==> src/verilog/lds_pkg.sv <==
package lds_pkg;
    // ------------------------------------------------------------
    // Status word layout
    // ------------------------------------------------------------
    localparam int FRAME_BITS = 288;
    localparam int GRP_BITS = 8;
    localparam int POS_B_OPEN2 = 280;
    localparam int POS_R_OPEN2 = 264;
    localparam int POS_B_OPEN1 = 256;
    localparam int POS_R_OPEN1 = 240;
    localparam int POS_B_NSHORT = 232;
    localparam int POS_NU_NSHORT = 224;
    localparam int POS_R_NSHORT = 216;
    localparam int POS_TEF = 215;
    localparam int POS_PTW = 214;
    localparam int POS_NS_CODE = 211;
    localparam int POS_ISF = 210;
    localparam int POS_IOF = 209;
    localparam int POS_OS_CODE = 206;
    localparam int POS_NEGATE_BIT_ONE = 205;
    localparam int POS_NEGATE_BIT_ZERO = 204;
    localparam int POS_B_SHORT2 = 184;
    localparam int POS_R_SHORT2 = 168;
    localparam int POS_B_SHORT1 = 160;
    localparam int POS_R_SHORT1 = 144;
    localparam logic [2:0] SELFTEST_PASS = 3'h3;
    localparam logic [2:0] SELFTEST_FAIL = 3'h6;
    localparam logic [FRAME_BITS-1:0] WORD_RESET = '0;

    // ------------------------------------------------------------
    // Register map
    // ------------------------------------------------------------
    localparam int ADDR_W = 8;
    localparam int DIAG_WORDS = 9;
    localparam logic [7:0] OFF_DIAG0 = 8'h00;
    localparam logic [7:0] OFF_IRQ_STATUS = 8'h24;
    localparam logic [7:0] OFF_IRQ_MASK = 8'h28;
    localparam logic [7:0] MASK_RESET = 8'h00;
    localparam logic [1:0] RESP_OKAY = 2'h0;
    localparam logic [1:0] RESP_SLVERR = 2'h2;
    localparam logic [1:0] RESP_DECERR = 2'h3;

    // ------------------------------------------------------------
    // Interrupt event bits
    // ------------------------------------------------------------
    localparam int EVT_W = 8;
    localparam int EVT_OPEN = 0;
    localparam int EVT_SHORT = 1;
    localparam int EVT_NSHORT = 2;
    localparam int EVT_TEF = 3;
    localparam int EVT_PTW = 4;
    localparam int EVT_REF = 5;
    localparam int EVT_SELFTEST = 6;
    localparam int EVT_LATCH = 7;
endpackage

==> src/verilog/lds_frame_if.sv <==
`timescale 1ns/1ps
interface lds_frame_if;
    import lds_pkg::*;
    logic load;
    logic shift;
    logic sdi;
    logic [FRAME_BITS-1:0] word;
    logic sdo;
    modport ctl (output load, output shift, output sdi, output word, input sdo);
    modport shf (input load, input shift, input sdi, input word, output sdo);
endinterface

==> src/verilog/lds_diag.sv <==
`timescale 1ns/1ps
module lds_diag import lds_pkg::*; (
    // Clock and reset
    input wire logic clk,
    input wire logic rst,
    // Detection results, taken when results_valid is high
    input wire logic results_valid,
    input wire logic [7:0] group_b_open_check_second,
    input wire logic [7:0] group_r_open_check_second,
    input wire logic [7:0] group_b_open_check_first,
    input wire logic [7:0] group_r_open_check_first,
    input wire logic [7:0] group_b_neighbour_short,
    input wire logic [7:0] unused_pin_neighbour_short,
    input wire logic [7:0] group_r_neighbour_short,
    input wire logic [7:0] group_b_short_check_second,
    input wire logic [7:0] group_r_short_check_second,
    input wire logic [7:0] group_b_short_check_first,
    input wire logic [7:0] group_r_short_check_first,
    input wire logic thermal_error_flag,
    input wire logic thermal_warning_flag,
    input wire logic ref_resistor_short_fault,
    input wire logic ref_resistor_open_fault,
    // Self-test outcomes, taken on their done strobes
    input wire logic neighbour_selftest_done,
    input wire logic neighbour_selftest_failed,
    input wire logic open_short_selftest_done,
    input wire logic open_short_selftest_failed,
    // Negate bits as currently held
    input wire logic negate_bit_one,
    input wire logic negate_bit_zero,
    // Serial frame pins
    input wire logic ser_clk,
    input wire logic ser_latch,
    input wire logic ser_in,
    output logic ser_out,
    // AXI4-Lite write address and data
    input wire logic [ADDR_W-1:0] s_axi_awaddr,
    input wire logic s_axi_awvalid,
    output logic s_axi_awready,
    input wire logic [31:0] s_axi_wdata,
    input wire logic [3:0] s_axi_wstrb,
    input wire logic s_axi_wvalid,
    output logic s_axi_wready,
    // AXI4-Lite write response
    output logic [1:0] s_axi_bresp,
    output logic s_axi_bvalid,
    input wire logic s_axi_bready,
    // AXI4-Lite read
    input wire logic [ADDR_W-1:0] s_axi_araddr,
    input wire logic s_axi_arvalid,
    output logic s_axi_arready,
    output logic [31:0] s_axi_rdata,
    output logic [1:0] s_axi_rresp,
    output logic s_axi_rvalid,
    input wire logic s_axi_rready,
    // Interrupt
    output logic irq
);
    // ------------------------------------------------------------
    // State
    // ------------------------------------------------------------
    typedef struct packed {
        logic [FRAME_BITS-1:0] word;
        logic [EVT_W-1:0] mask;
        logic aw_got;
        logic [ADDR_W-1:0] aw_addr;
        logic aw_rdy;
        logic w_got;
        logic [31:0] w_data;
        logic [3:0] w_strb;
        logic w_rdy;
        logic bvalid;
        logic [1:0] bresp;
        logic ar_rdy;
        logic rvalid;
        logic [31:0] rdata;
        logic [1:0] rresp;
        logic sclk_q;
        logic latch_q;
        logic irq;
    } lds_core_t;

    lds_core_t s;
    lds_core_t next_s;
    logic [EVT_W-1:0] evt;
    logic [EVT_W-1:0] evt_clr;
    logic [EVT_W-1:0] status_q;
    logic [FRAME_BITS-1:0] rise;
    logic latch_edge;
    logic [2:0] ns_new;
    logic [2:0] os_new;

    // Shifter keeps its own copy, so a bus read never stalls a frame
    lds_frame_if fr ();

    // ------------------------------------------------------------
    // Serial frame path
    // ------------------------------------------------------------
    // Pins are synchronous to clk, so plain edge detection is safe
    assign latch_edge = ser_latch & ~s.latch_q;
    assign fr.load = latch_edge;
    assign fr.shift = ser_clk & ~s.sclk_q;
    assign fr.sdi = ser_in;
    assign fr.word = s.word;

    lds_shifter u_shift (
        .clk(clk),
        .rst(rst),
        .fr(fr.shf)
    );

    // ------------------------------------------------------------
    // Interrupt status
    // ------------------------------------------------------------
    lds_sticky #(.W(EVT_W)) u_sticky (
        .clk(clk),
        .rst(rst),
        .set(evt),
        .clr(evt_clr),
        .q(status_q)
    );

    // Fault bits that turn on in this update
    assign rise = next_s.word & ~s.word;
    assign ns_new = next_s.word[POS_NS_CODE +: 3];
    assign os_new = next_s.word[POS_OS_CODE +: 3];

    // Event per category; only new faults raise them, except the latch event, raised by each latch edge
    always_comb begin
        evt = '0;
        evt[EVT_OPEN] = |{rise[POS_B_OPEN2 +: GRP_BITS], rise[POS_R_OPEN2 +: GRP_BITS],
            rise[POS_B_OPEN1 +: GRP_BITS], rise[POS_R_OPEN1 +: GRP_BITS]};
        evt[EVT_SHORT] = |{rise[POS_B_SHORT2 +: GRP_BITS], rise[POS_R_SHORT2 +: GRP_BITS],
            rise[POS_B_SHORT1 +: GRP_BITS], rise[POS_R_SHORT1 +: GRP_BITS]};
        evt[EVT_NSHORT] = |{rise[POS_B_NSHORT +: GRP_BITS], rise[POS_NU_NSHORT +: GRP_BITS],
            rise[POS_R_NSHORT +: GRP_BITS]};
        evt[EVT_TEF] = rise[POS_TEF];
        evt[EVT_PTW] = rise[POS_PTW];
        evt[EVT_REF] = rise[POS_ISF] | rise[POS_IOF];
        evt[EVT_SELFTEST] = (ns_new == SELFTEST_FAIL
            && s.word[POS_NS_CODE +: 3] != SELFTEST_FAIL)
            || (os_new == SELFTEST_FAIL
            && s.word[POS_OS_CODE +: 3] != SELFTEST_FAIL);
        evt[EVT_LATCH] = latch_edge;
    end

    // Reading the status register clears what it returned
    always_comb begin
        evt_clr = '0;
        if (s_axi_arvalid && s.ar_rdy && s_axi_araddr == OFF_IRQ_STATUS) begin
            evt_clr = '1;
        end
    end

    // ------------------------------------------------------------
    // Next-state logic
    // ------------------------------------------------------------
    always_comb begin
        next_s = s;
        next_s.sclk_q = ser_clk;
        next_s.latch_q = ser_latch;

        // Status word capture; reserved ranges are never written
        if (results_valid) begin
            next_s.word[POS_B_OPEN2 +: GRP_BITS] = group_b_open_check_second;
            next_s.word[POS_R_OPEN2 +: GRP_BITS] = group_r_open_check_second;
            next_s.word[POS_B_OPEN1 +: GRP_BITS] = group_b_open_check_first;
            next_s.word[POS_R_OPEN1 +: GRP_BITS] = group_r_open_check_first;
            next_s.word[POS_B_NSHORT +: GRP_BITS] = group_b_neighbour_short;
            next_s.word[POS_NU_NSHORT +: GRP_BITS] = unused_pin_neighbour_short;
            next_s.word[POS_R_NSHORT +: GRP_BITS] = group_r_neighbour_short;
            next_s.word[POS_TEF] = thermal_error_flag;
            next_s.word[POS_PTW] = thermal_warning_flag;
            next_s.word[POS_ISF] = ref_resistor_short_fault;
            next_s.word[POS_IOF] = ref_resistor_open_fault;
            next_s.word[POS_B_SHORT2 +: GRP_BITS] = group_b_short_check_second;
            next_s.word[POS_R_SHORT2 +: GRP_BITS] = group_r_short_check_second;
            next_s.word[POS_B_SHORT1 +: GRP_BITS] = group_b_short_check_first;
            next_s.word[POS_R_SHORT1 +: GRP_BITS] = group_r_short_check_first;
        end

        // Self-test codes stay zero until a test has run
        if (neighbour_selftest_done) begin
            next_s.word[POS_NS_CODE +: 3] = neighbour_selftest_failed
                ? SELFTEST_FAIL : SELFTEST_PASS;
        end
        if (open_short_selftest_done) begin
            next_s.word[POS_OS_CODE +: 3] = open_short_selftest_failed
                ? SELFTEST_FAIL : SELFTEST_PASS;
        end

        // Negate bits follow the held values every cycle
        next_s.word[POS_NEGATE_BIT_ONE] = negate_bit_one;
        next_s.word[POS_NEGATE_BIT_ZERO] = negate_bit_zero;

        // Write channels are taken independently, in either order
        if (s_axi_awvalid && s.aw_rdy) begin
            next_s.aw_got = 1'b1;
            next_s.aw_addr = s_axi_awaddr;
        end
        if (s_axi_wvalid && s.w_rdy) begin
            next_s.w_got = 1'b1;
            next_s.w_data = s_axi_wdata;
            next_s.w_strb = s_axi_wstrb;
        end

        // Trade-off: both write channels stall until the response is taken
        // Write executes once both halves are held
        if (s.aw_got && s.w_got && !s.bvalid) begin
            next_s.aw_got = 1'b0;
            next_s.w_got = 1'b0;
            next_s.bvalid = 1'b1;
            if (s.aw_addr == OFF_IRQ_MASK) begin
                if (s.w_strb[0]) begin
                    next_s.mask = s.w_data[EVT_W-1:0];
                end
                next_s.bresp = RESP_OKAY;
            end else if (s.aw_addr < OFF_IRQ_MASK) begin
                // Status word and interrupt status are read-only
                next_s.bresp = RESP_SLVERR;
            end else begin
                next_s.bresp = RESP_DECERR;
            end
        end else if (s.bvalid && s_axi_bready) begin
            next_s.bvalid = 1'b0;
        end

        // Limitation: unaligned offsets below the status register still hit a word
        // Read: one outstanding, answered the cycle after the address
        if (s_axi_arvalid && s.ar_rdy) begin
            next_s.rvalid = 1'b1;
            next_s.rdata = '0;
            next_s.rresp = RESP_OKAY;
            if (s_axi_araddr < OFF_IRQ_STATUS) begin
                for (int i = 0; i < DIAG_WORDS; i++) begin
                    if (s_axi_araddr[ADDR_W-1:2] == i[ADDR_W-3:0]) begin
                        next_s.rdata = s.word[i*32 +: 32];
                    end
                end
            end else if (s_axi_araddr == OFF_IRQ_STATUS) begin
                next_s.rdata = {{(32-EVT_W){1'b0}}, status_q};
            end else if (s_axi_araddr == OFF_IRQ_MASK) begin
                next_s.rdata = {{(32-EVT_W){1'b0}}, s.mask};
            end else begin
                next_s.rresp = RESP_DECERR;
            end
        end else if (s.rvalid && s_axi_rready) begin
            next_s.rvalid = 1'b0;
        end

        // Ready flags registered so every bus output is a flop
        next_s.aw_rdy = !next_s.aw_got && !next_s.bvalid;
        next_s.w_rdy = !next_s.w_got && !next_s.bvalid;
        next_s.ar_rdy = !next_s.rvalid;

        // Interrupt lags the sticky status by one cycle
        next_s.irq = |(status_q & s.mask);
    end

    // ------------------------------------------------------------
    // State register
    // ------------------------------------------------------------
    always_ff @(posedge clk) begin
        if (rst) begin
            s <= '0;
            s.word <= WORD_RESET;
            s.mask <= MASK_RESET;
        end else begin
            s <= next_s;
        end
    end

    // ------------------------------------------------------------
    // Outputs
    // ------------------------------------------------------------
    assign ser_out = fr.sdo;
    assign s_axi_awready = s.aw_rdy;
    assign s_axi_wready = s.w_rdy;
    assign s_axi_bvalid = s.bvalid;
    assign s_axi_bresp = s.bresp;
    assign s_axi_arready = s.ar_rdy;
    assign s_axi_rvalid = s.rvalid;
    assign s_axi_rdata = s.rdata;
    assign s_axi_rresp = s.rresp;
    assign irq = s.irq;
endmodule

==> src/verilog/lds_shifter.sv <==
`timescale 1ns/1ps
module lds_shifter import lds_pkg::*; (
    // Clock and reset
    input wire logic clk,
    input wire logic rst,
    // Frame port
    lds_frame_if.shf fr
);
    typedef struct packed {
        logic [FRAME_BITS-1:0] sr;
        logic sdo;
    } lds_shf_t;

    lds_shf_t s;
    lds_shf_t next_s;

    // Load wins over shift; the far end sees the top bit first
    always_comb begin
        next_s = s;
        if (fr.load) begin
            next_s.sr = fr.word;
        end else if (fr.shift) begin
            next_s.sr = {s.sr[FRAME_BITS-2:0], fr.sdi};
        end
        next_s.sdo = next_s.sr[FRAME_BITS-1];
    end

    always_ff @(posedge clk) begin
        if (rst) begin
            s <= '0;
        end else begin
            s <= next_s;
        end
    end

    assign fr.sdo = s.sdo;
endmodule

==> src/verilog/lds_sticky.sv <==
`timescale 1ns/1ps
module lds_sticky import lds_pkg::*; #(
    parameter int W = EVT_W
) (
    // Clock and reset
    input wire logic clk,
    input wire logic rst,
    // Event set and clear
    input wire logic [W-1:0] set,
    input wire logic [W-1:0] clr,
    output logic [W-1:0] q
);
    typedef struct packed {
        logic [W-1:0] bits;
    } lds_stk_t;

    lds_stk_t s;
    lds_stk_t next_s;

    // A set in the clearing cycle wins, so no event is lost
    always_comb begin
        next_s = s;
        next_s.bits = (s.bits & ~clr) | set;
    end

    always_ff @(posedge clk) begin
        if (rst) begin
            s <= '0;
        end else begin
            s <= next_s;
        end
    end

    assign q = s.bits;
endmodule
==> config.mk <==
export PLATFORM = sky130hd
export DESIGN_NAME = lds_diag
export DESIGN_NICKNAME = d
export VERILOG_FILES = /design/src/verilog/lds_pkg.sv /design/src/verilog/lds_frame_if.sv /design/src/verilog/lds_diag.sv /design/src/verilog/lds_shifter.sv /design/src/verilog/lds_sticky.sv
export SDC_FILE = /design/constraint.sdc
export NUM_CORES = 1
export LEC_CHECK = 0
export ABC_AREA = 1
export BUFFER_PORTS_ARGS = -buffer_cell sky130_fd_sc_hd__buf_4
export CAP_MARGIN = 20
export CELL_PAD_IN_SITES_DETAIL_PLACEMENT = 0
export CELL_PAD_IN_SITES_GLOBAL_PLACEMENT = 1
export CORE_UTILIZATION = 39
export CTS_CLUSTER_DIAMETER = 40
export DETAILED_ROUTE_END_ITERATION = 8
export PLACE_DENSITY = 0.82
export SYNTH_ARGS = -nofsm -noshare
export SYNTH_HDL_FRONTEND = slang
export SYNTH_SLANG_ARGS = --single-unit
==> constraint.sdc <==
create_clock -name clk -period 1.4 [get_ports clk]
set_clock_uncertainty 0.15 [all_clocks]
set_input_delay 0.28 -clock clk [delete_from_list [all_inputs] [get_ports clk]]
set_output_delay 0.28 -clock clk [all_outputs]
set_load 0.02 [all_outputs]
Yosys cells after proc, flatten, opt, wreduce, memory -nomap -nowiden --
Cells that the tools add are included. Widths: inputs -> output; s select.
Cells by class: bitwise gates (word level) 11, multiply operators 0, shifts and indexed selects 0, reductions and logical operators 24, add/sub/neg operators 0, muxes and demuxes 35, equal/unequal tests 12, divide/modulo/power cells 0, magnitude comparators 2
Operator list (count):
- $mux 288 | 2
- $and 288x288->288 | 1
- $not 288->288 | 1
- $mux 32 | 5
- $reduce_or 32->1 | 2
- $mux 8 | 6
- $mux 37 | 1
- $mux 34 | 1
- $mux 16 | 2
- $eq 6x3->1 const B | 4
- $eq 8x6->1 const B | 3
- $mux 24 | 1
- $reduce_or 24->1 | 1
- $and 8x8->8 | 2
- $lt 8x6->1 const B | 2
- $logic_and 1x1->1 | 12
- $mux 3 | 4
- $mux 2 | 5
- $mux 9 | 1
- $not 8->8 | 1
- $or 8x8->8 | 1
- $reduce_or 8->1 | 1
- $mux 1 | 7
- $eq 3x3->1 const B | 2
- 9 further kinds | 16
Word-level totals: memories 0, output and inout port bits 43, bits in registers 494, latch bits 0, ROM bits 0, RAM bits 0

Longest topological paths before layout --
Gate-level depths: netlist (run 1).
word-level depth 7, mapped depth 10, depth with buffers taken out 9

Modules after synthesis --
From an unflattened synthesis (run 1), not the netlist that was laid out.
Second synthesis, totals: cell total of the unflattened synthesis 3390, area, all modules 22143.7 µm²
Modules (own cells, without submodules):
- lds_shifter | area an instance 13731.9 µm², times used 1, cells an instance 2178
- lds_diag | area an instance 8080.2 µm², times used 1, cells an instance 1171
- lds_sticky | area an instance 331.6 µm², times used 1, cells an instance 41

Worst setup path before layout (run 1) --
Ideal clock, no wire load.
path kind flip-flop to flip-flop, from register s (netlist bit s_axi_arready), to register s (netlist bit s_axi_rdata[10]), data arrival time 1.370 ns, clock period less this slack 1.590 ns, stages on the path, launching flop included 8, path slack -0.190 ns, library setup time 0.070 ns, path buffers 1, cells stage by stage dfxtp_1 > nand2_1 > inv_1 > buf_4 > nand3_1 > a21oi_1 > nand2_1 > a21oi_1
On the way: cells in the longest elaborated chain, start to end 1
Ends and longest elaborated chain:
- start, declared | RTL line lds_diag.sv:83 | lds_core_t s;
- start signal, assigned | RTL line lds_diag.sv:269 | s <= next_s;
- $logic_and 1x1->1 | RTL line lds_diag.sv:230 | if (s_axi_arvalid && s.ar_rdy) begin
No other way between the ends. A chain may end at the register's enable or synchronous reset.

Final worst setup path (run 1) --
from register s[2] (netlist name), to register u_shift.s[88] (netlist name)
On the way: cells in the longest elaborated chain, start to end 3
Ends and longest elaborated chain:
- $not 1->1 | RTL line lds_diag.sv:102 | assign fr.shift = ser_clk & ~s.sclk_q;
- $and 1x1->1 | RTL line lds_diag.sv:102
- $reduce_bool 2->1 (no source line)
- end signal, assigned | RTL line lds_shifter.sv:32 | s <= next_s;
- end, declared | RTL line lds_shifter.sv:14 | lds_shf_t s;
No other way between the ends.

==> impl_metrics.ini, run 1 <==
[grt]
grt.overflow.total = 0
grt_start_max_net_pins = 66
grt_pass1_wl_um = 99300
track_usage_pct = 25.6
grt_pass1_vias = 17900
antenna_found_initial = 0

[route]
wl_per_cell_um = 18.9
post-route-drc-count = 0
drt.antenna.violating_nets = 0
vias_per_cell = 5.28
drt-initial-drc-count = 1402
vias = 18900
wirelength_um = 67600
dr.pass1.iters = 6

[setup_path]
critPathKind = flip-flop to flip-flop
endpoint_kind = flip-flop
path_max_fanout = 17
critical_path_required_ps = 1730
cp.arrival_ps = 1910
critPathLaunchType = flip-flop

[clock_tree]
insertion_delay_ps = 600
numClockSinks = 466
cts_tree = yes
clockBufferDepth = 3
clockRootBuffer = clkbuf_16
cts.clk_slew.worst_paths_ps = 50
cts_htree_levels = 3
cts-buffers-inserted = 70

[sta]
min_period_ps = 1580
rsz0062_at_grt = yes
fmax_ghz = 0.633
timing.final.crit_share_pct = 113
tightest_slew_ps = 492
hold_viol = 0
timing.final.ws_setup_ps = -180
setup_viol_count_final = 331
slew_headroom_pct = 67.2
drv_slew = 0
finalSetupTns_ps = -31640

[outcome]
violations = negative setup slack
status = complete, but fails checks

[logic_synthesis]
netlist_top_cells_count = dfxtp_1, nand2_1, nor2_1, o21ai_0, a21oi_1
syn_area_per_cell_um2 = 7.60
synth-seq-cells = 466
yosysSeqAreaShare_pct = 49.4
syn_area_um2 = 18900
synth_edf_count = 0
yosys.area.top_type_share_pct = 49.4
synth_area_leaders = dfxtp_1, nand2_1, o21ai_0
synth.most_common_cell = dfxtp_1
synth_warnings = 0
synth_cell_types = 37
ys.flop_type = dfxtp_1
synth_area_leader_cell = dfxtp_1
synthArstFlopShare_pct = 0
synth_fp_nets = 2648
synthCells = 2487

[die]
die_width_um = 222
die_area_um2 = 49300
core_um2 = 47700
start_util_pct = 39.6
num_rows = 80
io_pins = 204
chipHeight_um = 222

[cells_and_area]
final_cells = 3585
drive_gt1_share_pct = 26.1
syn2layout_area_growth_pct = 47.7
postLayoutCellArea_um2 = 27900
final_nets = 3075

[power]
vdd_drop_max_mv = 1.11
p_per_area_nw_per_um2 = 1340
p_leak_nw = 11.3

[placed_design]
gp_congestion = 0.938
place_inst = 3261
numPortBuffers = 176
dp_slack_ps = -332
dpl-instance-area_um2 = 21900
dpl.hpwl_um = 40900

[worst_hold_path]
min-delay-path-class = primary input to flip-flop

[job]
maxCapViolations = 0
## registers in the layout, indices dropped and copies added, names as in the netlist, 2 cells and up
name and cells:
fr.word 100, s 29, s_axi_bresp 2, s_axi_rdata 32
u_shift.s 287, u_sticky.q 8
## routing by layer
layer | wire length (µm) | vias up | GRT usage [%]
met1 | 29700 | 8919 | 33.5
met5 | 0 | - | 0
met4 | 2820 | 0 | 12.3
li1 | - | 9177 | -
met3 | 3920 | 169 | 4.48
met2 | 31100 | 671 | 40.8
## through the flow
stage | power (mW) | hold slack [ps] | utilization [%]
finish | 37.4 | 18.8 | 58.4
global route | 38.7 | 30.2 | 58.4
CTS | 37.0 | -52.8 | 56.3
detailed placement | 18.3 | 266 | 45.8
global placement | 18.3 | 265 | 45.8
floorplan | 16.7 | 237 | -
## critical path, stage by stage (launching register included)
cell and delay (ps):
dfxtp_1 290, or2_4 260, buf_4 200, buf_16 190
buf_12 140, o21ai_0 140, a21oi_1 50
## what timing repair did
| item | CTS | global route |
|---|---|---|
| endpoints found under the setup margin | 321 | 377 |
| setup buffers | 23 | 9 |
| hold buffers | 127 | 2 |
| gates cloned | 20 | 17 |
| gates resized for setup | 219 | 193 |
| pin swaps | 11 | 23 |
| endpoints found under the hold margin | 129 | 2 |
## layout by cell type, fill, tap and decap left out, types with 62 or more instances in the layout
cell type / instances
a21oi_1: 227
nor2_1: 321
inv_1: 160
nor3_1: 62
a211oi_1: 94
buf_4: 292
nand2_1: 367
o21ai_0: 174
dfxtp_1: 421
dlygate4sd3_1: 125
clkbuf_16: 82
nand3_1: 134
## layout make-up
cell class                      count  area (µm²)
Antenna cell                        1        2.50
Clock buffer                       86        1890
Clock inverter                     41         508
Fill cell                        4097       19800
Inverter                          176         694
Multi-Input combinational cell   1631        8460
Sequential cell                   466        9390
Tap cell                          615         769
Timing Repair Buffer              569        6180
## cell families (layout without fill, tap and decap cells)
| group | Yosys count | count (layout) | synth area share, % |
|---|---|---|---|
| AOI/OAI and AO/OA | 671 | 671 | 19.8 |
| buffers and inverters | 391 | 872 | 9.33 |
| DFF | 466 | 466 | 49.4 |
| other | 0 | 1 | 0 |
| and+or+nand+nor | 959 | 960 | 21.5 |
## final timing paths
kind,from,end,slack (ps),cells past startpoint
max,s[2]$_SDFF_PP0_,u_shift.s[88]$_SDFFE_PP0P_,-180,6
min,results_valid,fr.word[148]$_SDFF_PP0_,20,4
max reg2reg,s[2]$_SDFF_PP0_,u_shift.s[88]$_SDFFE_PP0P_,-180,6
min reg2reg,s[79]$_SDFF_PP0_,s_axi_wready$_SDFF_PP0_,260,1
## where the power goes
| part | internal [mW] | switching [mW] |
|---|---|---|
| Clock | 11.1 | 6.77 |
| Sequential | 14.0 | 0.450 |
| Combinational | 2.33 | 2.71 |
| Total | 27.4 | 9.93 |
(Power assumes the default switching activity.)
==> inputs of run 2 (changes only) <==
==> constraint.sdc (replaced) <==
create_clock -name clk -period 1.4 [get_ports clk]
set_clock_uncertainty 0.15 [all_clocks]
set_input_delay 0.35 -clock clk [delete_from_list [all_inputs] [get_ports clk]]
set_output_delay 0.35 -clock clk [all_outputs]
set_load 0.02 [all_outputs]
==> run 2 against run 1 <==
  * The run still ends with negative setup slack left
  * Clock power increased by 3%
  * Count of clock-buffer cells in the layout decreased by 3
  * Critical path depth increased by 3
  * Worst setup slack got worse by 180 ps
  * Sequential cell count did not move
  * Combinational power rose by 23%
  * Via count is 7.7% higher
  * Final area up 9.0%
  * Critical path type unchanged
  * Total power up 4.8%
  * First-iteration DRC count increased by 51%
  * Highest routed layer unchanged
==> impl_metrics.ini, run 2 (same netlist as run 1, synthesis figures left out) <==
[route]
dr.pass1.iters = 5
vias_per_cell = 5.68
drt-initial-drc-count = 2124
drt.antenna.violating_nets = 0
vias = 20400
post-route-drc-count = 0
wirelength_um = 79100
wl_per_cell_um = 22.0

[placed_design]
dpl.hpwl_um = 41000
gp_congestion = 0.957
place_inst = 3218
numPortBuffers = 176

[clock_tree]
cts_htree_levels = 3
cts-buffers-inserted = 71
numClockSinks = 466
cts_tree = yes
clockBufferDepth = 3
clockRootBuffer = clkbuf_16
insertion_delay_ps = 610
cts.clk_slew.worst_paths_ps = 60

[grt]
grt_start_max_net_pins = 68
antenna_found_initial = 0
track_usage_pct = 28.6
grt_pass1_wl_um = 109000
grt_pass1_vias = 18900
grt.overflow.total = 0

[sta]
drv_slew = 0
timing.final.crit_share_pct = 125
setup_viol_count_final = 371
fmax_ghz = 0.570
fin_hold_ws_ps = 19.7
hold_viol = 0
tightest_slew_ps = 533
rsz0062_at_grt = yes
timing.final.ws_setup_ps = -355
min_period_ps = 1760
slew_headroom_pct = 64.5

[setup_path]
critPathKind = flip-flop to flip-flop
crit_family = buffers and inverters
endpoint_kind = flip-flop
critical_path_required_ps = 1740
path_max_fanout = 5
path_buf_inv = 6
critPathLaunchType = flip-flop
cp_slowest_cell = dfxtp_2
cp.arrival_ps = 2100
slowest_delay_ps = 340
crit_top_cell = buf_6
path_cells = nor2_4 > buf_6 > buf_6 > nor2_4 > buf_6 > inv_12 > buf_12 > buf_16 > a211oi_4

[die]
num_rows = 80
die_area_um2 = 49300
io_pins = 204
die_width_um = 222
core_um2 = 47700
start_util_pct = 39.6
chipHeight_um = 222

[cells_and_area]
fill_cells = 3563
final_cell_mix = dfxtp_1, nand2_1, nor2_1
multiInputGateArea_um2 = 9750
largest_reg_flops = 287
final_cells = 3588
regArea_um2 = 9460
final_nets = 3077
utilization_pct = 63.7
num_antenna_cells = 0
syn2layout_area_growth_pct = 61.0
drive_gt1_share_pct = 36.3
regMostFlops = u_shift.s
layout_commonest_cell = dfxtp_1

[power]
p_per_area_nw_per_um2 = 1290
vdd_drop_max_mv = 0.955
p_total_mw = 39.2
p_leak_nw = 12.2

[job]
maxCapViolations = 0

[worst_hold_path]
min-delay-path-class = primary input to flip-flop

[outcome]
status = complete, but fails checks
violations = negative setup slack
## run 2: cell types whose count changed in the layout (fill, tap and decap cells not counted), moves of 22 or more
cell,previous run,this run
a211oi_1,94,27
a211oi_2,25,89
buf_4,292,236
a21oi_1,227,174
a21oi_2,20,72
nand2_1,367,326
nor3_1,62,33
dfxtp_1,421,394
nor2_1,321,294
nor3_2,8,31
buf_16,29,51
nor2_2,7,29
## run 2: through the flow
step | area (µm²) | setup slack (ps) | TNS (ps)
2_1_floorplan | 19100 | -36.7 | -3640
3_3_place_gp | 21600 | -416 | -95460
3_5_place_dp | 21600 | -408 | -103020
4_1_cts | 28300 | -227 | -44130
5_1_grt | 30400 | -386 | -79290
6_report | 30400 | -355 | -67100
## run 2: repair_timing
item,4_1_cts,5_1_grt
pin swaps,35,128
setup endpoints to repair,316,402
gates resized for setup,419,445
cloned,54,24
hold buffers,118,0
setup buffers,41,29
hold endpoints to repair,123,0
## run 2: path summary, 6_finish.rpt
| check | endpoint | start | slack [ps] | cells past startpoint |
|---|---|---|---|---|
| setup reg to reg | u_shift.s[159]$_SDFFE_PP0P_ | s[1]$_SDFF_PP0_ | -360 | 9 |
| hold / removal | s_axi_wready$_SDFF_PP0_ | s_axi_wvalid | 20 | 4 |
| setup / recovery | u_shift.s[159]$_SDFFE_PP0P_ | s[1]$_SDFF_PP0_ | -360 | 9 |
| hold reg to reg | s_axi_wready$_SDFF_PP0_ | s[79]$_SDFF_PP0_ | 270 | 1 |
## run 2: power by group
group / switching (mW) / internal [mW]
clock network: 7.08 / 11.3
logic: 3.29 / 2.90
registers: 0.591 / 14.0
total: 11.0 / 28.2
## run 2: worst reg2reg max path, stage by stage (launching register included)
cell	delay, ps
dfxtp_2	340
nor2_4	70
buf_6	120
buf_6	110
nor2_4	130
buf_6	160
inv_12	50
buf_12	140
buf_16	140
a211oi_4	230
## run 2: layout make-up
cell class | instances | area share (%)
repair buffers | 567 | 23.5
clock inverters | 47 | 1.86
flip-flops and latches | 466 | 31.1
inverters | 176 | 2.42
multi-input cells | 1631 | 32.1
clock buffers | 83 | 6.25
repair inverters | 3 | 0.263
well taps | 615 | 2.53
## run 2: layer usage
| layer | share of wire, % | global-route usage, % |
|---|---|---|
| met5 | 0 | 0 |
| met4 | 4.9 | 13.1 |
| met3 | 8.1 | 5.33 |
| met2 | 47 | 46.1 |
| met1 | 40 | 37.1 |
